--- src/common/tiss_regs.svh ---
// What this block does
// - fourth timer trigger field picks trigger 0-2
// - first timer break sources, bits 21..18
// - second timer break sources, bits 17..14
// - third timer break sources, bits 9..6
// - fourth timer break sources, bits 5..2
// - bit 0 selects direct or XOR input
// - reset clears every select field
`ifndef TISS_REGS_SVH
`define TISS_REGS_SVH
// register address (byte offset)
`define TISS_SEL_ADDR 8'h2C
// reset value of the select register
`define TISS_SEL_RESET 32'h00000000
// implemented (writable) bits: 23:14, 9:2, 0
`define TISS_SEL_MASK 32'h00FFC3FD
// field positions
`define TISS_ETI3_HI 23
`define TISS_ETI3_LO 22
`define TISS_BRK0_HI 21
`define TISS_BRK0_LO 18
`define TISS_BRK1_HI 17
`define TISS_BRK1_LO 14
`define TISS_BRK2_HI 9
`define TISS_BRK2_LO 6
`define TISS_BRK3_HI 5
`define TISS_BRK3_LO 2
`define TISS_COMP_BIT 0
`endif

--- src/common/tiss_pkg.sv ---
package tiss_pkg;
    // trigger select codes for the fourth timer
    typedef enum logic [1:0] {
        TISS_TRIG0 = 2'h0,
        TISS_TRIG1 = 2'h1,
        TISS_TRIG2 = 2'h2,
        TISS_TRIG_RSVD = 2'h3
    } tiss_trig_t;
    // one nibble of break selects, bit 3 is break input 0
    typedef logic [3:0] tiss_brk_t;
endpackage

--- src/hdl/tiss_top.sv ---
// The implementer's own choices: the placing of the registers and the plain strobed port.
`timescale 1ns/1ps
`include "tiss_regs.svh"
module tiss_top (
    // clock and asynchronous active-low reset
    input wire logic i_clock,
    input wire logic i_resetn,
    // register port: byte address, data, one-cycle strobes
    input wire logic [7:0] i_addr,
    input wire logic [31:0] i_wdata,
    input wire logic i_write,
    input wire logic i_read,
    output logic [31:0] o_rdata,
    // external trigger candidates for the fourth timer
    input wire logic [2:0] i_ext_trig,
    // break inputs from pins and trigger selector, index = timer*4+input
    input wire logic [15:0] i_brk_pin,
    input wire logic [15:0] i_brk_trigger_selector_unit,
    // channel pins feeding the complementary input selector
    input wire logic i_adv_ctl1_comp_ch_pin,
    input wire logic i_adv_ctl1_ch_pin,
    input wire logic i_adv_ctl0_ch_pin,
    // routed signals toward the four timers
    output logic o_adv_ctl3_ext_trig,
    output logic [15:0] o_brk,
    output logic o_adv_ctl1_comp_ch
);
    import tiss_pkg::*;

    // select register and its next value
    logic [31:0] sel_r; // stored select word, reserved bits zero
    logic [31:0] sel_nxt; // value the register takes at the next edge
    logic [31:0] rdata_nxt; // read data launched at the next edge
    // bus decode
    logic hit; // address matches the select word
    logic wr_hit; // write strobe at the select word
    logic rd_hit; // read strobe at the select word
    // select fields
    logic [1:0] adv_ctl3_ext_trig_source; // fourth timer trigger code
    tiss_brk_t adv_ctl0_brk_src; // first timer break selects
    tiss_brk_t adv_ctl1_brk_src; // second timer break selects
    tiss_brk_t adv_ctl2_brk_src; // third timer break selects
    tiss_brk_t adv_ctl3_brk_src; // fourth timer break selects
    logic adv_ctl1_comp_ch_source; // 1 picks the exclusive-or
    tiss_trig_t trig_sel; // trigger code as an enum
    logic [15:0] brk_sel; // break selects, index timer*4+input
    // next values of the routed outputs
    logic trig_nxt; // routed trigger
    wire logic [15:0] brk_nxt; // routed break inputs
    logic comp_nxt; // routed complementary input

    // address decode; only the word at the select offset is mapped
    assign hit = (i_addr == `TISS_SEL_ADDR);
    // strobes that reach the select word
    assign wr_hit = i_write && hit;
    assign rd_hit = i_read && hit;
    // full word write, reserved bits forced to zero
    assign sel_nxt = wr_hit ? (i_wdata & `TISS_SEL_MASK) : sel_r;
    // unmapped reads and idle cycles return zero
    assign rdata_nxt = rd_hit ? sel_r : 32'h00000000;

    // field extraction, one named wire per select field
    assign adv_ctl3_ext_trig_source = sel_r[`TISS_ETI3_HI:`TISS_ETI3_LO];
    assign adv_ctl0_brk_src = sel_r[`TISS_BRK0_HI:`TISS_BRK0_LO];
    assign adv_ctl1_brk_src = sel_r[`TISS_BRK1_HI:`TISS_BRK1_LO];
    assign adv_ctl2_brk_src = sel_r[`TISS_BRK2_HI:`TISS_BRK2_LO];
    assign adv_ctl3_brk_src = sel_r[`TISS_BRK3_HI:`TISS_BRK3_LO];
    assign adv_ctl1_comp_ch_source = sel_r[`TISS_COMP_BIT];
    // code as the trigger enum; the reserved code stays distinct
    assign trig_sel = tiss_trig_t'(adv_ctl3_ext_trig_source);
    // reorder so index timer*4+n maps break n of that timer
    // (within each nibble the high bit belongs to break input 0)
    assign brk_sel = {
        adv_ctl3_brk_src[0], adv_ctl3_brk_src[1],
        adv_ctl3_brk_src[2], adv_ctl3_brk_src[3],
        adv_ctl2_brk_src[0], adv_ctl2_brk_src[1],
        adv_ctl2_brk_src[2], adv_ctl2_brk_src[3],
        adv_ctl1_brk_src[0], adv_ctl1_brk_src[1],
        adv_ctl1_brk_src[2], adv_ctl1_brk_src[3],
        adv_ctl0_brk_src[0], adv_ctl0_brk_src[1],
        adv_ctl0_brk_src[2], adv_ctl0_brk_src[3]};

    // trigger mux; reserved code drives low so no stray trigger leaks
    always_comb begin
        case (trig_sel)
            // code 00: external trigger 0
            TISS_TRIG0: trig_nxt = i_ext_trig[0];
            // code 01: external trigger 1
            TISS_TRIG1: trig_nxt = i_ext_trig[1];
            // code 10: external trigger 2
            TISS_TRIG2: trig_nxt = i_ext_trig[2];
            // code 11 is reserved: hold the line quiet
            default: trig_nxt = 1'h0;
        endcase
    end

    // one two-way selector per break input: 0 pin, 1 trigger selector
    // a generate loop keeps the sixteen copies identical
    for (genvar g = 0; g < 16; g++) begin : g_brk
        assign brk_nxt[g] = brk_sel[g] ? i_brk_trigger_selector_unit[g] : i_brk_pin[g];
    end

    // complementary input, direct or three-way exclusive-or
    assign comp_nxt = adv_ctl1_comp_ch_source ?
        (i_adv_ctl1_ch_pin ^ i_adv_ctl1_comp_ch_pin ^ i_adv_ctl0_ch_pin) :
        i_adv_ctl1_comp_ch_pin;

    // register and read data
    always_ff @(posedge i_clock or negedge i_resetn) begin
        if (!i_resetn) begin
            sel_r <= `TISS_SEL_RESET;
            o_rdata <= 32'h00000000;
        end else begin
            sel_r <= sel_nxt;
            o_rdata <= rdata_nxt;
        end
    end

    // registered routed outputs, glitch free toward the timers
    always_ff @(posedge i_clock or negedge i_resetn) begin
        if (!i_resetn) begin
            o_adv_ctl3_ext_trig <= 1'b0;
            o_brk <= 16'h0000;
            o_adv_ctl1_comp_ch <= 1'b0;
        end else begin
            o_adv_ctl3_ext_trig <= trig_nxt;
            o_brk <= brk_nxt;
            o_adv_ctl1_comp_ch <= comp_nxt;
        end
    end
endmodule

--- config.mk ---
export PLATFORM = sky130hd
export DESIGN_NAME = tiss_top
export DESIGN_NICKNAME = d
export VERILOG_FILES = /design/src/common/tiss_pkg.sv /design/src/hdl/tiss_top.sv
export VERILOG_INCLUDE_DIRS = /design/src /design/src/common
export SDC_FILE = /design/constraint.sdc
export NUM_CORES = 1
export LEC_CHECK = 0
export BUFFER_PORTS_ARGS = -buffer_cell sky130_fd_sc_hd__buf_2
export CAP_MARGIN = 20
export CORE_MARGIN = 10
export CORE_UTILIZATION = 34
export CTS_CLUSTER_DIAMETER = 50
export DETAILED_ROUTE_END_ITERATION = 12
export PLACE_DENSITY = 0.66
export SETUP_SLACK_MARGIN = 0.4
export SYNTH_ARGS = -nofsm -noshare
export SYNTH_HDL_FRONTEND = slang
export SYNTH_SLANG_ARGS = --single-unit
--- constraint.sdc ---
create_clock -name i_clock -period 1 [get_ports i_clock]
set_input_delay 0.2 -clock i_clock [delete_from_list [all_inputs] [get_ports i_clock]]
set_output_delay 0.2 -clock i_clock [all_outputs]
set_load 0.1 [all_outputs]
[Word-level counts from Yosys, hierarchy flattened]
Cells that the tools add are included.
Word-level totals
  input port bits: 82
  logic and storage cells: 32
  register bits after elaboration: 61
  memories: 0
  latch bits: 0
  bits in read-only memories: 0
  output and inout port bits: 50
  RAM bits: 0
Operators by class
  mux-type cells: 19
  magnitude comparators: 0
  div/mod/pow operators: 0
  reductions and logical operators: 3
  bitwise gates (word level): 2
  multipliers: 0
  shift operators: 0
  add/sub/neg operators: 0
  eq/ne operators: 3
Operators by type and width (number)
  24-bit two-way mux: 1
  1-bit two-way mux: 17
  8-bit by 6-bit equality test with 1-bit output, second input constant: 1
  1-bit one-hot mux with 3 select lines: 1
  2-bit by 1-bit equality test with 1-bit output, second input constant: 1
  2-bit equality test, second input constant: 1
  1-bit logical AND: 2
  2-bit zero test: 1
  1-bit XOR: 2

[Logic depth before layout (Yosys ltp)]
  depth after elaboration: 3
  mapped depth: 5
  gate-level depth less buffers: 3

[Worst setup path after synthesis]
Ideal clock, no wire load.
  kind: input to register
  from: input port i_addr[4]
  to: register sel_r[0]
  data arrival time: 1159 ps
  library setup time: 125 ps
  path buffers: 1
  setup slack: -284 ps
  cell stages on the path: 4
  required time: 875 ps
  cells stage by stage: nor4b_4 nand3_4 buf_6 mux2_4
On the way
  word-level cells in the longest chain between the ends: 2
RTL lines
  start, declared: line tiss_top.sv:9  | input wire logic [7:0] i_addr,
  8-bit by 6-bit equality test with 1-bit output (no source line)
  1-bit logical AND: line tiss_top.sv:55  | assign wr_hit = i_write && hit;
  end signal, assigned: line tiss_top.sv:111  | sel_r <= `TISS_SEL_RESET;
  end signal, assigned: line tiss_top.sv:114  | sel_r <= sel_nxt;
  end, declared: line tiss_top.sv:31  | logic [31:0] sel_r;
No other way between the ends.
A chain may end at the register's enable or synchronous reset.

[Worst setup path after layout]
  from: register o_brk[10]
  to: output port o_brk[10]
RTL lines
  start, declared: line tiss_top.sv:25  | output logic [15:0] o_brk,
  start signal, assigned: line tiss_top.sv:127  | o_brk <= brk_nxt;
No word-level cell between the ends.

==> metrics.md <==
| Metric | Value |
|---|---|
| Synthesis Warnings | `0` |
| Die X | `100 µm` |
| Synth Instances | `137` |
| Initial antenna violation count | `0` |
| Post-route met1 wirelength | `2490 µm` |
| Crit path max-delay family | `flip-flops` |
| Ports | `132` |
| Seq/Total Area, Yosys | `64.3%` |
| Post-synth ARST share | `100%` |
| Most frequent cell after synthesis | `dfrtp_1` |
| Vias | `1,464` |
| Critical-path cell list | `buf_12` |
| Met3 routed WL | `413 µm` |
| Post-synthesis cell type count | `19` |
| Sum Neg Setup Slack | `-9190 ps` |
| Total Wirelength | `5800 µm` |
| Clock Path Buffers | `2` |
| Final Hold Fails | `56` |
| Fin cells | `337` |
| Synth area leader | `dfrtp_1` |
| N_diodes | `0` |
| Tot GR Track Use | `10.9%` |
| Layout Nets | `341` |
| Fin. max-slew vios | `0` |
| # rows | `29` |
| HPWL Detailed | `4370 µm` |
| Clock root buffer master | `clkbuf_8` |
| Starting density of the core | `34.7%` |
| Clk slew on worst S/H paths | `100 ps` |
| Drt first-iter violations | `13` |
| Via density | `4.34` |
| Most used DFF post-synth | `dfrtp_1` |
| Synthesized area per cell | `15.9 µm²` |
| Fin crit period | `1180 ps` |
| Slowest-stage cell, CP | `dfrtp_4` |
| RePlAce Congestion | `0.722` |
| Largest net degree at the start of global routing | `33` |
| Clk_lat worst skew | `310 ps` |
| CTS Buf Count | `5` |
| Area share of the leading cell type in the synthesized netlist | `64.3%` |
| Max H-tree Level | `2` |
| Total grt overflow | `0` |
| Final worst setup slack | `-176 ps` |
| Clk sinks | `56` |
| CP Capture Type | `output pin` |
| Outcome | `complete, but fails checks` |
| Fmax | `851 MHz` |
| Tightest Hold Check Type | `primary input to asynchronous set/reset pin` |
| Pre-CTS setup slack | `-389 ps` |
| Peak supply drop | `0.609 mV` |
| Setup Crit Path Kind | `flop to output pin` |
| Detail Route Antenna Nets | `0` |
| Synth Register Bits | `56` |
| Pwr/cell area | `1210 mW/mm²` |
| Critical Path Max Stage Delay | `500 ps` |
| RSZ-0062 raised after global routing | `yes` |
| Tcrit/Tclk final | `118%` |
| Finished Cell Area | `0.00389 mm²` |
| Post-route DRC violation count | `0` |
| Die Ht | `100 µm` |
| CP max FO | `1` |
| TritonCTS clock tree | `built` |
| Max Cap Viol | `0` |
| Cell total after placement | `319` |
| Violated checks | `negative hold slack, negative setup slack` |
| Startpoint Class | `flop` |
| Share of layout cells above drive strength 1 | `85.4%` |
| Hold Slack | `-158 ps` |
| Leakage | `1.86 nW` |
| Top post-synthesis cells by count | `56 x dfrtp_1, 25 x mux2_2, 19 x and2_1, 13 x buf_4, 10 x mux2_4` |
| Vias in the first global route | `1,665` |
| First drt pass iteration count | `3` |
| WL per Instance | `17.2 µm` |
| Core region area | `0.00628 mm²` |
| Final Core Density | `62.0%` |
| Power, Total | `4.70 mW` |
| First-pass GRT wire length | `8730 µm` |
| Sum of buffers and inverters on the critical path | `1` |
| Clock skew | `4.84 ps` |
| Post-synth EDFFs | `0` |
| Worst Path Arrival | `980 ps` |
| DR WL met2 | `2850 µm` |
| Critical Path RT | `800 ps` |
| Mapped Area | `0.00218 mm²` |
| Area grow syn2layout | `78.8%` |
| Buffers on Ports | `105` |
| Die area | `0.0100 mm²` |
| Top Metal Used | `met4` |
| Final setup viols | `65` |
| Largest cells by area after synthesis | `dfrtp_1 64%, mux2_2 13%, mux2_4 6.9%` |
| Post-DP Area | `0.00349 mm²` |
==> per-layer routing <==
metal  GRT usage [%]  up-vias
met5               0        -
met4            2.28        0
met3            4.74        5
met2            18.1       71
met1            12.8      710
li1                -      678
==> cells by family (layout without fill, tap and decap cells) <==
group	after synthesis	in the layout	synth area share [%]
other cells	1	13	0.172
compound gates	1	1	0.230
buf+inv	16	127	5.46
flops	56	56	64.3
mux	36	36	20.3
xor+xnor	2	2	0.804
simple gates	25	25	8.73
==> cells in the final DEF (no fill, tap or decap), types with 2 or more instances in the layout <==
master,n
mux2_2,9
buf_16,2
buf_6,5
dfrtp_1,19
clkbuf_8,5
conb_1,13
clkbuf_16,3
buf_2,66
mux2_4,26
buf_4,2
and2_4,19
buf_12,41
dfrtp_4,37
==> worst paths after layout <==
check | to | from | cells after the start | slack [ps]
max | o_brk[10] | o_brk[10] | 1 | -180
min | sel_r[0] | i_resetn | 2 | -160
max reg2reg | o_brk[14] | sel_r[3] | 1 | 150
min reg2reg | o_adv_ctl3_ext_trig | sel_r[22] | 1 | 520
max in group asynchronous | o_brk[4] | i_resetn | 2 | 810
min in group i_clock | o_adv_ctl1_comp_ch | i_adv_ctl1_comp_ch_pin | 2 | 50
==> sequential cells by signal, indices dropped and copies added, names as in the netlist <==
signal and count:
o_adv_ctl1_comp_ch 1, o_adv_ctl3_ext_trig 1, sel_r 19, o_rdata 19
o_brk 16
==> power by group <==
group          switching [mW]  internal [mW]
clock                   0.745          0.499
combinational           0.639          0.384
sequential             0.0720           2.36
total                    1.46           3.24
==> cell type report <==
type	count	area, µm²
fill	474	2380
sequential	56	1540
timing repair buffer	119	1350
multi-input combinational	77	816
tap	77	96.3
clock buffer	5	68.8
clock inverter	3	21.3
==> repair_timing <==
item                                   4_1_cts  5_1_grt
buffers inserted                             1        3
gates resized for setup                     39        3
pin swaps                                    6        4
gates cloned                                 2        4
setup endpoints to repair                   93       93
endpoints found under the hold margin       56       56
Note: power is estimated with default switching activity, not from simulation.
